===== config.mk =====
export PLATFORM = sky130hd
export DESIGN_NAME = rrs_exec
export DESIGN_NICKNAME = d
export VERILOG_FILES = /design/src/rtl/rrs_pkg.sv /design/src/rtl/rrs_exec.sv
export VERILOG_INCLUDE_DIRS = /design/src /design/src/rtl
export SDC_FILE = /design/constraint.sdc
export NUM_CORES = 1
export LEC_CHECK = 0
export ABC_CLOCK_PERIOD_IN_PS = 1700
export BUFFER_PORTS_ARGS = -buffer_cell sky130_fd_sc_hd__buf_2
export CAP_MARGIN = 25
export CELL_PAD_IN_SITES_DETAIL_PLACEMENT = 1
export CELL_PAD_IN_SITES_GLOBAL_PLACEMENT = 2
export CORE_MARGIN = 10
export CORE_UTILIZATION = 29
export DETAILED_ROUTE_END_ITERATION = 6
export PLACE_DENSITY_LB_ADDON = 0.12
export SLEW_MARGIN = 20
export SYNTH_ARGS = -nofsm -noshare
export SYNTH_HDL_FRONTEND = slang
export SYNTH_SLANG_ARGS = --single-unit

===== constraint.sdc =====
create_clock -name clk_i -period 1.7 [get_ports clk_i]
set_input_delay 0.085 -clock clk_i [delete_from_list [all_inputs] [get_ports clk_i]]
set_output_delay 0.085 -clock clk_i [all_outputs]
set_load 0.01 [all_outputs]

===== src/rtl/rrs_defs.svh =====
`ifndef RRS_DEFS_SVH
`define RRS_DEFS_SVH
// ----------------------------------------
// opcode fields of the 16-bit program word
// ----------------------------------------
`define RRS_OPC_MSB      15
`define RRS_OPC_LSB      9
`define RRS_SEL_BIT      8
`define RRS_ADDR_MSB     7
`define RRS_OPC_RRNC     7'h10
`define RRS_OPC_SET_FILE_ALL_ONES_OP     7'h15
`define RRS_ALL_ONES     8'hFF
`define RRS_WORKING_REGISTER_RESET   8'h00
`define RRS_ADDR_LSB     0
`define RRS_BIT0         0
`define RRS_DATA_W       8
`define RRS_ZERO_BYTE    8'h00
`endif


===== src/rtl/rrs_pkg.sv =====
`default_nettype none
package rrs_pkg;
  typedef enum logic [1:0] {
    RRS_Q1,
    RRS_Q2,
    RRS_Q3,
    RRS_Q4
  } rrs_phase_e;

  typedef enum logic [1:0] {
    RRS_OP_NONE,
    RRS_OP_ROTATE,
    RRS_OP_SET
  } rrs_op_e;

  typedef struct packed {
    logic       en;
    logic [7:0] addr;
    logic [7:0] data;
  } rrs_wr_s;
endpackage
`default_nettype wire


===== src/rtl/rrs_exec.sv =====
`include "rrs_defs.svh"
`default_nettype none
module rrs_exec
  import rrs_pkg::*;
(
  input  wire logic        clk_i,
  input  wire logic        reset_i,
  input  wire logic [15:0] instr_i,
  input  wire logic [7:0]  file_rdata_i,
  output var  logic [1:0]  phase_o,
  output var  logic [7:0]  file_raddr_o,
  output var  logic        file_re_o,
  output var  rrs_wr_s     file_wr_o,
  output var  logic [7:0]  working_register_o,
  output var  logic        instr_done_o
);
  // ----------------------------------------
  // storage and decode nets
  // ----------------------------------------
  localparam int DW = `RRS_DATA_W;
  localparam int OW = `RRS_OPC_MSB - `RRS_OPC_LSB + 1;

  rrs_phase_e    phase_q;
  rrs_op_e       op_q;
  logic          sel_q;
  logic [7:0]    addr_q;
  logic [DW-1:0] data_q;
  logic [OW-1:0] opc_w;
  logic          is_rot_w;
  logic          is_set_w;
  logic          known_w;
  logic          dest_file_w;
  logic          dest_working_register_w;
  logic [DW-1:0] rot_w;

  // ----------------------------------------
  // phase sequencer
  // ----------------------------------------
  // free running: one instruction every four clocks, no stall input exists
  always_ff @(posedge clk_i) begin
    if (reset_i) begin
      phase_q <= RRS_Q1;
    end else begin
      case (phase_q)
        RRS_Q1:  phase_q <= RRS_Q2;
        RRS_Q2:  phase_q <= RRS_Q3;
        RRS_Q3:  phase_q <= RRS_Q4;
        RRS_Q4:  phase_q <= RRS_Q1;
        default: phase_q <= RRS_Q1;
      endcase
    end
  end

  // ----------------------------------------
  // opcode match
  // ----------------------------------------
  // the select bit stays out of the match
  always_comb begin
    opc_w    = instr_i[`RRS_OPC_MSB:`RRS_OPC_LSB];
    is_rot_w = 1'b0;
    is_set_w = 1'b0;
    case (opc_w)
      `RRS_OPC_RRNC: begin
        is_rot_w = 1'b1;
      end
      `RRS_OPC_SET_FILE_ALL_ONES_OP: begin
        is_set_w = 1'b1;
      end
      default: begin
        is_rot_w = 1'b0;
        is_set_w = 1'b0;
      end
    endcase
    known_w  = is_rot_w || is_set_w;
  end

  // ----------------------------------------
  // decode, phase one
  // ----------------------------------------
  // one word holds the whole instruction, so one fetch is enough
  always_ff @(posedge clk_i) begin
    if (reset_i) begin
      op_q <= RRS_OP_NONE;
    end else if (phase_q == RRS_Q1) begin
      if (is_rot_w) begin
        op_q <= RRS_OP_ROTATE;
      end else if (is_set_w) begin
        op_q <= RRS_OP_SET;
      end else begin
        op_q <= RRS_OP_NONE;
      end
    end
  end

  always_ff @(posedge clk_i) begin
    if (reset_i) begin
      sel_q  <= 1'b0;
      addr_q <= `RRS_ZERO_BYTE;
    end else if (phase_q == RRS_Q1) begin
      sel_q  <= instr_i[`RRS_SEL_BIT];
      addr_q <= instr_i[`RRS_ADDR_MSB:`RRS_ADDR_LSB];
    end
  end

  // ----------------------------------------
  // file read, phase two
  // ----------------------------------------
  // set also reads; the value is dropped, but memory sees one timing for both
  always_ff @(posedge clk_i) begin
    if (reset_i) begin
      file_re_o <= 1'b0;
    end else begin
      file_re_o <= (phase_q == RRS_Q1) && known_w;
    end
  end

  always_ff @(posedge clk_i) begin
    if (reset_i) begin
      file_raddr_o <= `RRS_ZERO_BYTE;
    end else if (phase_q == RRS_Q1) begin
      file_raddr_o <= instr_i[`RRS_ADDR_MSB:`RRS_ADDR_LSB];
    end
  end

  // ----------------------------------------
  // rotate right, one slice per bit
  // ----------------------------------------
  // slice n takes old bit n+1; the top slice takes old bit 0, carry never enters
  for (genvar b = 0; b < DW; b++) begin : g_rot
    if (b == DW - 1) begin : g_wrap
      assign rot_w[b] = file_rdata_i[`RRS_BIT0];
    end else begin : g_shift
      assign rot_w[b] = file_rdata_i[b + 1];
    end
  end

  // ----------------------------------------
  // process data, phase three
  // ----------------------------------------
  always_ff @(posedge clk_i) begin
    if (reset_i) begin
      data_q <= `RRS_ZERO_BYTE;
    end else if (phase_q == RRS_Q2) begin
      if (op_q == RRS_OP_SET) begin
        data_q <= `RRS_ALL_ONES;
      end else begin
        data_q <= rot_w;
      end
    end
  end

  // ----------------------------------------
  // destination select
  // ----------------------------------------
  // set always writes the file; select only decides about the working register
  always_comb begin
    dest_file_w = 1'b0;
    dest_working_register_w = 1'b0;
    case (op_q)
      RRS_OP_ROTATE: begin
        dest_file_w = sel_q;
        dest_working_register_w = !sel_q;
      end
      RRS_OP_SET: begin
        dest_file_w = 1'b1;
        dest_working_register_w = !sel_q;
      end
      default: begin
        dest_file_w = 1'b0;
        dest_working_register_w = 1'b0;
      end
    endcase
  end

  // ----------------------------------------
  // write to destination, phase four
  // ----------------------------------------
  // strobe rises on the edge into phase four and lasts that one phase
  always_ff @(posedge clk_i) begin
    if (reset_i) begin
      file_wr_o <= '0;
    end else begin
      file_wr_o.en   <= (phase_q == RRS_Q3) && dest_file_w;
      file_wr_o.addr <= addr_q;
      file_wr_o.data <= data_q;
    end
  end

  always_ff @(posedge clk_i) begin
    if (reset_i) begin
      working_register_o <= `RRS_WORKING_REGISTER_RESET;
    end else if ((phase_q == RRS_Q3) && dest_working_register_w) begin
      working_register_o <= data_q;
    end
  end

  // ----------------------------------------
  // phase copy and completion
  // ----------------------------------------
  // no status register lives here, so neither opcode can touch a flag
  always_ff @(posedge clk_i) begin
    if (reset_i) begin
      phase_o <= RRS_Q1;
    end else begin
      phase_o <= phase_q;
    end
  end

  always_ff @(posedge clk_i) begin
    if (reset_i) begin
      instr_done_o <= 1'b0;
    end else begin
      instr_done_o <= (phase_q == RRS_Q3) && (op_q != RRS_OP_NONE);
    end
  end
endmodule
`default_nettype wire


======== Word-level counts from Yosys, hierarchy flattened ========
Index checks and enable logic that the tools add are counted.
operators by class
  equal/unequal tests ..................... 7
  $lt $le $gt $ge ......................... 0
  bitwise logic cells ..................... 0
  multipliers ............................. 0
  div/mod/pow operators ................... 0
  reduce and logical (&&, ||, !) cells .... 9
  shift operators ......................... 0
  add/sub/neg operators ................... 0
  mux-type cells .......................... 8
operators with widths
  kind                                                              number
  7-bit by 5-bit == test with 1-bit output (second input constant)  2
  8-bit two-way mux                                                 1
  2-bit one-hot mux with 4 select lines                             1
  2-bit == test (second input constant)                             3
  2-bit by 1-bit == test with 1-bit output (second input constant)  2
  1-bit logical AND                                                 4
  2-bit two-way mux                                                 2
  1-bit two-way mux                                                 3
  2-bit logical NOT                                                 1
  1-bit one-hot mux with 2 select lines                             1
  2-bit nonzero test                                                1
  2-bit OR reduction                                                1
  1-bit logical NOT                                                 1
  1-bit logical OR                                                  1
storage, ports and cells
  bits in read-only memories .............. 0
  bits in latches ......................... 0
  bits in writable memories ............... 0
  input bits .............................. 26
  memories ................................ 0
  flip-flop bits (word level) ............. 50
  output and inout port bits .............. 37
  word-level logic and storage cells ...... 36

======== Longest topological paths before layout ========
Gate-level depths: netlist of the first run.
  depth after elaboration ................. 4
  mapped depth ............................ 7
  gate-level depth less buffers ........... 5

======== Worst setup path before layout of the first run ========
No wires, ideal clock.
  kind .................................... register to register
  start point ............................. reg op_q[0]
  end point ............................... reg working_register_o[7]
  path buffers ............................ 1
  required time ........................... 1.572 ns
  data arrival time ....................... 1.129 ns
  slack ................................... 0.443 ns
  cell stages (with the launch flop) ...... 7
  period minus slack after synthesis ...... 1.257 ns
  setup time .............................. 0.128 ns
  cells stage by stage .................... dfxtp_1 > inv_1 > ha_1 > nand3b_1 > buf_4 > mux2i_1 > nor2_1
between the ends
  word-level cells in the longest chain between the ends .. 4
  elaborated cells on any way between the ends .. 5
  classes of those cells .................. eq/ne: 2; mux: 1; reduce/logical: 2
ends and longest elaborated chain
  what                                                                       line             text
  from (decl)                                                                rrs_exec.sv:24   rrs_op_e op_q;
  from (signal assigned)                                                     rrs_exec.sv:83   op_q <= RRS_OP_NONE;
  from (signal assigned)                                                     rrs_exec.sv:86   op_q <= RRS_OP_ROTATE;
  from (signal assigned)                                                     rrs_exec.sv:88   op_q <= RRS_OP_SET;
  2-bit == test or 2-bit by 1-bit == test with 1-bit output (tied branches)  rrs_exec.sv:159  case (op_q)
  2-bit OR reduction (no source line) (*)                                    -
  1-bit two-way mux (*)                                                      -
  1-bit logical AND (*)                                                      rrs_exec.sv:192  end else if ((phase_q == RRS_Q3) && dest_working_register_w) begin
  to (signal assigned)                                                       rrs_exec.sv:191  working_register_o <= `RRS_WORKING_REGISTER_RESET;
  to (signal assigned)                                                       rrs_exec.sv:193  working_register_o <= data_q;
  to (decl)                                                                  rrs_exec.sv:14   output var logic [7:0] working_register_o,
Mark *: on every way between the ends. The rest lies on a longest branch, timed or not.
A chain may end at the register's enable or synchronous reset.

======== Worst setup path after layout of the first run ========
  start point ............................. reg op_q[0]
  end point ............................... reg working_register_o[4]
Same word-level chain as after synthesis.

==> flow_metrics.tcl, run 1 <==
set metrics [dict create \
    diodes 0 \
    dp_cells 283 \
    rsz0062_at_grt "false" \
    synth_cell_type_count 20 \
    synth.cell_area_mm2 0.00170 \
    outcome "completed" \
    synth_warnings 0 \
    die_area_mm2 0.00933 \
    ys_async_sr_fraction 0 \
    slew-limit-headroom 0.726 \
    fin_nets 251 \
    powerDensity_mw_per_mm2 1300 \
    final_core_util 0.390 \
    swShare 0.269 \
    stdcell_area_mm2 0.00218 \
    setup-tns-final_ns 0 \
    finClkSkew_ns 0.00490 \
    pwr-share-seq 0.497 \
    ctsResizeCount 0 \
    drv_slew 0 \
    switchingPower_uw 763 \
    start_util 0.303 \
    postRouteAntennaNets 0 \
    cts_tree "built" \
    post_drt_wl_per_cell_um 14.1 \
    synth_top_area_cell "dfxtp_1" \
    layout_commonest_cell "buf_2" \
    mappedNetlistNets 188 \
    r2r_start "op_q[0]$_SDFFE_PP0N_" \
    fmax_ghz 0.727 \
    finalHoldViolCount 0 \
    clockBufferDepth 2 \
    wl_mm 4.10 \
    grt_start_max_net_pins 30 \
    endpoint_kind "flip-flop" \
    first_iter_violations 25 \
    crit_arrival_ns 1.56 \
    rrSetupSlack_ns 0.32 \
    required_ns 1.88 \
    cts_num_sinks 50 \
    path_class "flip-flop to flip-flop" \
    final_cell_mix "buf_2, dfxtp_1, nor2_1" \
    ys_seq_elements 50 \
    post_cts_buffers 0 \
    ioPinCount 63 \
    rows 27 \
    dieHeight_um 96.6 \
    holdBufCountCts 0 \
    multiInputGateArea_um2 632 \
    stdcell_count 291 \
    globalplace.congestion 0.681 \
    cts_root_buf "clkbuf_8" \
    h-tree-depth 2 \
    clkLatencyLatePin_ns 0.29 \
    dp_hpwl_mm 3.25 \
    grt.total_usage 0.0884 \
    drive_gt1_frac 0.338 \
    finalSetupViolCount 0 \
    combinationalPowerShare 0.222 \
    seq_area_mm2 0.00100 \
    syn_area_per_cell_um2 11.0 \
    die_w_um 96.6 \
    power.clock.fraction 0.281 \
    fillers 653 \
    gr-total-overflow 0 \
    grt_pass1_wl_mm 6.87 \
    r2r_end "working_register_o[4]$_SDFFE_PP0P_" \
    synth_top_area_frac 0.588 \
    synth-edff-count 0 \
    startpoint_type "flip-flop" \
    grt_pass1_vias 1342 \
    hold_class "primary input to flip-flop" \
    cts_buffers 5 \
    cp_max_fo 8 \
    vias 1277 \
    ys.flop_type "dfxtp_1" \
    core-area_mm2 0.00561 \
    worst_pin_slew_ns 0.411 \
    ys_seq_area_frac 0.588 \
    cp-endpoint "working_register_o[4]$_SDFFE_PP0P_" \
    path_clk_slew_ns 0.09 \
    crit_path_start "op_q[0]$_SDFFE_PP0N_" \
    fin_crit_sh 0.809 \
    maxCapViolCount 0 \
    min_period_ns 1.38 \
    vias_per_cell 4.39 \
    syn_inst 155 \
    p_int_mw 2.07 \
    synth_area_leaders "dfxtp_1, mux2i_1, nor2_1, nor2b_1, ha_1" \
    reg2reg_depth 6 \
    p_leak_nw 1.08 \
    dpl_cell_area_mm2 0.00208 \
    syn2layout_area_growth_pct 28.4 \
    io_buffer_count 62 \
    drcViolationCount 0 \
    peakVddDrop_mv 0.381 \
    drtPass1Iterations 4 \
    antenna_found_initial 0 \
]
worst max-delay path, cell delays in order, from the launching register on:
cell      delay [ns]
dfxtp_1         0.34
inv_1           0.07
ha_1            0.31
nand3b_1        0.08
buf_4           0.20
mux2i_1         0.21
nor2_1          0.05
layer usage:
layer / routed length [um] / GRT usage / part of all wire / vias to the layer above
met5: 0 / 0 / 0 / -
met4: 34 / 0.0271 / 0.0083 / 0
met3: 245 / 0.0390 / 0.060 / 4
met2: 2140 / 0.160 / 0.52 / 41
met1: 1680 / 0.0887 / 0.41 / 599
li1: - / - / - / 633
metrics by stage:
stage,setup WS [ns],total power [mW],hold slack (ns)
finish,0.324,2.83,0.0330
global route,0.177,3.02,0.0251
CTS,0.297,2.90,0.0263
detailed placement,0.321,2.09,0.338
global placement,0.384,2.05,0.320
floorplan,0.443,1.85,0.232
layout make-up:
type	count	share of cell area
multi-input cells	91	0.289
well taps	72	0.0412
clock inverters	1	0.0137
repair buffers	66	0.156
inverters	4	0.00687
flip-flops and latches	50	0.458
clock buffers	7	0.0349
how the worst min path moves through the flow:
stage | start | endpoint | slack [ns] | depth (start not counted)
global route | instr_i[1] | file_raddr_o[1]$_SDFFE_PP0N_ | 0.03 | 3
detailed placement | file_rdata_i[5] | data_q[4]$_SDFFE_PP0N_ | 0.34 | 3
floorplan | instr_i[0] | file_raddr_o[0]$_SDFFE_PP0N_ | 0.23 | 2
finish | file_rdata_i[5] | data_q[4]$_SDFFE_PP0N_ | 0.03 | 3
global placement | instr_i[1] | file_raddr_o[1]$_SDFFE_PP0N_ | 0.32 | 3
CTS | file_rdata_i[5] | data_q[4]$_SDFFE_PP0N_ | 0.03 | 3
state kept, by name (all words and copies together), names as in the netlist:
name and cells:
file_re_o 1, file_wr_o 17, working_register_o 8, file_raddr_o 8
phase_q 2, op_q 2, sel_q 1, phase_o 2
instr_done_o 1, data_q 8
Yosys cell counts (all sizes together) (2+ instances only):
library cell  number
o22ai              8
nor2              29
nand3b             3
dfxtp             50
o32ai              2
inv                4
buf                9
ha                 7
mux2i             17
nor2b             17
power groups by stage:
stage	Clock (mW)	Combinational, mW	Sequential (mW)
floorplan	0	0.382	1.47
global placement	0	0.625	1.43
detailed placement	0	0.648	1.44
CTS	0.837	0.650	1.41
global route	0.882	0.702	1.44
finish	0.795	0.629	1.41
kinds of logic after synthesis:
logic type	after synthesis	share of synthesized area
flip-flops	50	0.588
AND/OR/NAND/NOR	55	0.172
multiplexers	17	0.100
XOR/XNOR	1	0.00515
adder cells (fa/ha/maj)	7	0.0515
AO/OA/AOI/OAI	11	0.0426
buffers and inverters	14	0.0404
No activity file was read; power rests on OpenSTA's default activity.
==> run 2, diff against run 1 <==
Settings changed: ABC_CLOCK_PERIOD_IN_PS 1700 to 1400.
Clock period 1.7 ns to 1.4 ns, I/O delays scaled along.
==> run 2 against run 1 <==
Against the previous run: utilization grew 1.1 points; clock power grew 23%; clock skew shrank 0.0023 ns; clock-buffer cell count is the same; final cell count grew 1.0%; sequential share of layout area shrank 1.2 points.
==> flow_metrics.tcl, run 2 (same netlist as run 1, synthesis figures left out) <==
set metrics [dict create \
    cts_buffers 5 \
    peakVddDrop_mv 0.645 \
    required_ns 1.58 \
    drv_slew 0 \
    h-tree-depth 2 \
    startpoint_type "flip-flop" \
    io_buffer_count 62 \
    slew-limit-headroom 0.824 \
    syn2layout_area_growth_pct 32.1 \
    largest_reg_flops 17 \
    r2r_end "working_register_o[5]$_SDFFE_PP0P_" \
    stdcell_area_mm2 0.00225 \
    fin_nets 254 \
    p_leak_nw 1.11 \
    r2r_start "op_q[0]$_SDFFE_PP0N_" \
    cts_tree "built" \
    first_iter_violations 16 \
    hold_start "instr_i[5]" \
    die_w_um 96.6 \
    finalHoldViolCount 0 \
    crit_arrival_ns 1.49 \
    finClkSkew_ns 0.00255 \
    powerDensity_mw_per_mm2 1550 \
    finalSetupViolCount 0 \
    dp_hpwl_mm 3.37 \
    ioPinCount 63 \
    vias_per_cell 4.36 \
    power_mw 3.49 \
    cts_root_buf "clkbuf_8" \
    reg2reg_depth 6 \
    clockBufferDepth 2 \
    maxCapViolCount 0 \
    diodes 0 \
    start_util 0.303 \
    min_period_ns 1.31 \
    whs_endpoint "file_raddr_o[5]$_SDFFE_PP0N_" \
    gr-total-overflow 0 \
    drcViolationCount 0 \
    outcome "completed" \
    postRouteAntennaNets 0 \
    antenna_found_initial 0 \
    holdBufCountCts 0 \
    worst_pin_slew_ns 0.264 \
    grt_start_max_net_pins 27 \
    dieHeight_um 96.6 \
    core-area_mm2 0.00561 \
    cp_max_fo 8 \
    drive_gt1_frac 0.374 \
    clkLatencyLatePin_ns 0.29 \
    layout_commonest_cell "buf_2" \
    setup-tns-final_ns 0 \
    grt_pass1_wl_mm 7.08 \
    post_drt_wl_per_cell_um 14.4 \
    cts_num_sinks 50 \
    wl_mm 4.24 \
    rows 27 \
    dpl_cell_area_mm2 0.00211 \
    drtPass1Iterations 2 \
    fin_crit_sh 0.934 \
    vias 1283 \
    hold_class "primary input to flip-flop" \
    top_register "file_wr_o" \
    die_area_mm2 0.00933 \
    rrSetupSlack_ns 0.09 \
    fmax_ghz 0.765 \
    grt.total_usage 0.0906 \
    grt_pass1_vias 1386 \
    path_clk_slew_ns 0.08 \
    endpoint_kind "flip-flop" \
    final_cell_mix "buf_2, dfxtp_1, nor2_1" \
    globalplace.congestion 0.681 \
    path_class "flip-flop to flip-flop" \
    hold-path-cell-count 3 \
]
-- run 2: cell types whose count changed in the layout (fill, tap and decap cells not counted), moves of 2 or more --
cell,change
buf_4,+2
dfxtp_2,+2
dfxtp_1,-2
ha_1,-2
-- run 2: through the flow --
step / util / setup slack, ns / std cells / hold WS [ns]
floorplan: - / 0.143 / 155 / 0.217
global placement: 0.376 / 0.101 / 285 / 0.308
detailed placement: 0.376 / 0.0152 / 285 / 0.316
CTS: 0.395 / 0.0110 / 293 / 0.00562
global route: 0.401 / -0.00462 / 294 / 0.0248
finish: 0.401 / 0.0928 / 294 / 0.0137
-- run 2: routing by layer --
layer / routed length (um) / vias up / global-route usage
met5: 0 / - / 0
li1: - / 639 / -
met4: 16 / 0 / 0.0304
met3: 244 / 2 / 0.0355
met1: 1780 / 605 / 0.0975
met2: 2200 / 37 / 0.157
-- run 2: what timing repair did --
action / CTS / global route
endpoints found under the setup margin: 1 / 19
buffers inserted: 0 / 1
gates resized for setup: 1 / 6
pin swaps: 0 / 2
-- run 2: worst max path at each step --
stage	endpoint	from	slack, ns
after detailed placement	working_register_o[5]$_SDFFE_PP0P_	op_q[0]$_SDFFE_PP0N_	0.02
final	working_register_o[5]$_SDFFE_PP0P_	op_q[0]$_SDFFE_PP0N_	0.09
after global placement	working_register_o[7]$_SDFFE_PP0P_	op_q[0]$_SDFFE_PP0N_	0.10
after global routing	working_register_o[4]$_SDFFE_PP0P_	op_q[0]$_SDFFE_PP0N_	-0.005
after floorplan	working_register_o[7]$_SDFFE_PP0P_	op_q[0]$_SDFFE_PP0N_	0.14
after CTS	working_register_o[5]$_SDFFE_PP0P_	op_q[1]$_SDFFE_PP0N_	0.01
-- run 2: worst max-delay path, stage by stage, from the launching register on --
cell and delay [ns]:
dfxtp_2 0.33, inv_1 0.13, ha_4 0.22, nand3b_1 0.12
buf_12 0.15, mux2i_1 0.19, nor2_1 0.05
-- run 2: report_power, final --
| part | switching (mW) | internal (mW) |
|---|---|---|
| Combinational | 0.407 | 0.393 |
| Sequential | 0.100 | 1.62 |
| Clock | 0.442 | 0.535 |
-- run 2: final cells by class --
| class | count | area, um^2 |
|---|---|---|
| sequential | 50 | 1000 |
| timing repair buffer | 69 | 375 |
| multi-input combinational | 91 | 658 |
| clock inverter | 1 | 30.0 |
| clock buffer | 7 | 76.3 |
| fill | 683 | 3360 |
| inverter | 4 | 15.0 |
| tap | 72 | 90.1 |
==> run 3, diff against run 2 <==
Settings changed: CORE_UTILIZATION 29 to 30, CTS_BUF_LIST set to sky130_fd_sc_hd__clkbuf_4.
==> run 3 against run 2 <==
Against the previous run: non-clock buffer count up 21; clock-buffer cell count down 1; global-route usage up 1.1 points; critical path depth unchanged; sequential cell count unchanged; sequential power about the same; worst hold slack better by 0.026 ns; critical endpoint is now working_register_o[4]$_SDFFE_PP0P_.
==> flow_metrics.tcl, run 3 (same netlist as run 1, synthesis figures left out) <==
set metrics [dict create \
    outcome "completed" \
    startpoint_type "flip-flop" \
    cp_max_fo 8 \
    dp_hpwl_mm 3.40 \
    peakVddDrop_mv 0.449 \
    dieHeight_um 95.3 \
    fin_nets 275 \
    required_ns 1.66 \
    hold-path-cell-count 3 \
    globalplace.congestion 0.719 \
    clkLatencyLatePin_ns 0.35 \
    vias 1379 \
    stdcell_area_mm2 0.00240 \
    post_drt_wl_per_cell_um 14.2 \
    fin_crit_sh 0.943 \
    antenna_found_initial 0 \
    postRouteAntennaNets 0 \
    preCtsSetupSlack_ns -0.00134 \
    crit_arrival_ns 1.58 \
    io_buffer_count 62 \
    grt_pass1_wl_mm 7.27 \
    hold-worst-slack_ns 0.0400 \
    fin_ws_ns 0.0805 \
    layout_commonest_cell "buf_2" \
    maxCapViolCount 0 \
    top_register "file_wr_o" \
    drive_gt1_frac 0.354 \
    h-tree-depth 2 \
    cts_tree "built" \
    finalHoldViolCount 0 \
    diodes 0 \
    syn2layout_area_growth_pct 41.2 \
    gr-total-overflow 0 \
    vias_per_cell 4.38 \
    fillers 642 \
    dpl_cell_area_mm2 0.00211 \
    fmax_ghz 0.758 \
    path_class "flip-flop to flip-flop" \
    stdcell_count 315 \
    start_util 0.309 \
    setup-tns-final_ns 0 \
    worst_pin_slew_ns 0.462 \
    drv_slew 0 \
    core-area_mm2 0.00551 \
    slew-limit-headroom 0.692 \
    final_cell_mix "buf_2, dfxtp_1, nor2_1" \
    ioPinCount 63 \
    dp_cells 285 \
    cts_root_buf "clkbuf_4" \
    path_clk_slew_ns 0.13 \
    finClkSkew_ns 0.00358 \
    cts_buffers 5 \
    min_period_ns 1.32 \
    grt.total_usage 0.102 \
    hold_class "primary input to flip-flop" \
    wl_mm 4.48 \
    p_leak_nw 1.17 \
    endpoint_kind "flip-flop" \
    finalSetupViolCount 0 \
    grt_start_max_net_pins 26 \
    largest_reg_flops 17 \
    reg2reg_depth 6 \
    power_mw 3.18 \
    die_w_um 95.3 \
    powerDensity_mw_per_mm2 1320 \
    die_area_mm2 0.00908 \
    grt_pass1_vias 1534 \
    drtPass1Iterations 3 \
    first_iter_violations 24 \
    cts_num_sinks 50 \
    clockBufferDepth 2 \
    rows 27 \
    drcViolationCount 0 \
    final_core_util 0.436 \
]
## run 3: cell types whose count changed in the layout (fill, tap and decap cells not counted), sizes merged
cell and change:
dlygate4sd3 +21, bufinv -1, clkinv +2, clkbuf -1
## run 3: final cells by class
type / count / area (um^2) / share of cell area
timing repair buffer: 90 / 586 / 0.244
multi-input combinational: 91 / 653 / 0.272
inverter: 4 / 15.0 / 0.00625
sequential: 50 / 1000 / 0.418
tap: 72 / 90.1 / 0.0375
clock inverter: 2 / 8.76 / 0.00365
clock buffer: 6 / 45.0 / 0.0188
## run 3: critical path, stage by stage (launching register included)
cell      delay [ns]
dfxtp_2         0.34
inv_1           0.12
ha_4            0.22
nand3b_1        0.12
buf_12          0.15
mux2i_1         0.21
nor2_1          0.06
## run 3: worst paths after layout
kind / startpoint / end / slack (ns)
worst max-delay path: op_q[1]$_SDFFE_PP0N_ / working_register_o[4]$_SDFFE_PP0P_ / 0.08
worst min-delay path: instr_i[13] / file_re_o$_SDFF_PP0_ / 0.04
worst max register to register: op_q[1]$_SDFFE_PP0N_ / working_register_o[4]$_SDFFE_PP0P_ / 0.08
worst min register to register: file_raddr_o[0]$_SDFFE_PP0N_ / file_wr_o[8]$_SDFF_PP0_ / 0.49
## run 3: routing by layer
| layer | wire, um | up-vias | global-route usage |
|---|---|---|---|
| met1 | 1810 | 648 | 0.105 |
| met3 | 352 | 7 | 0.0408 |
| met2 | 2270 | 43 | 0.180 |
| met4 | 52 | 0 | 0.0411 |
| li1 | - | 681 | - |
| met5 | 0 | - | 0 |
## run 3: what timing repair did
item,CTS,global route
gates resized for setup,1,7
setup buffers,0,1
hold buffers,21,0
hold endpoints to repair,19,0
pin swaps,1,1
setup endpoints to repair,1,18
## run 3: power by group
group	internal (mW)	switching (mW)	leakage, nW
registers	1.62	0.101	0.410
clock network	0.209	0.417	0.0331
logic	0.423	0.412	0.728
total	2.25	0.930	1.17
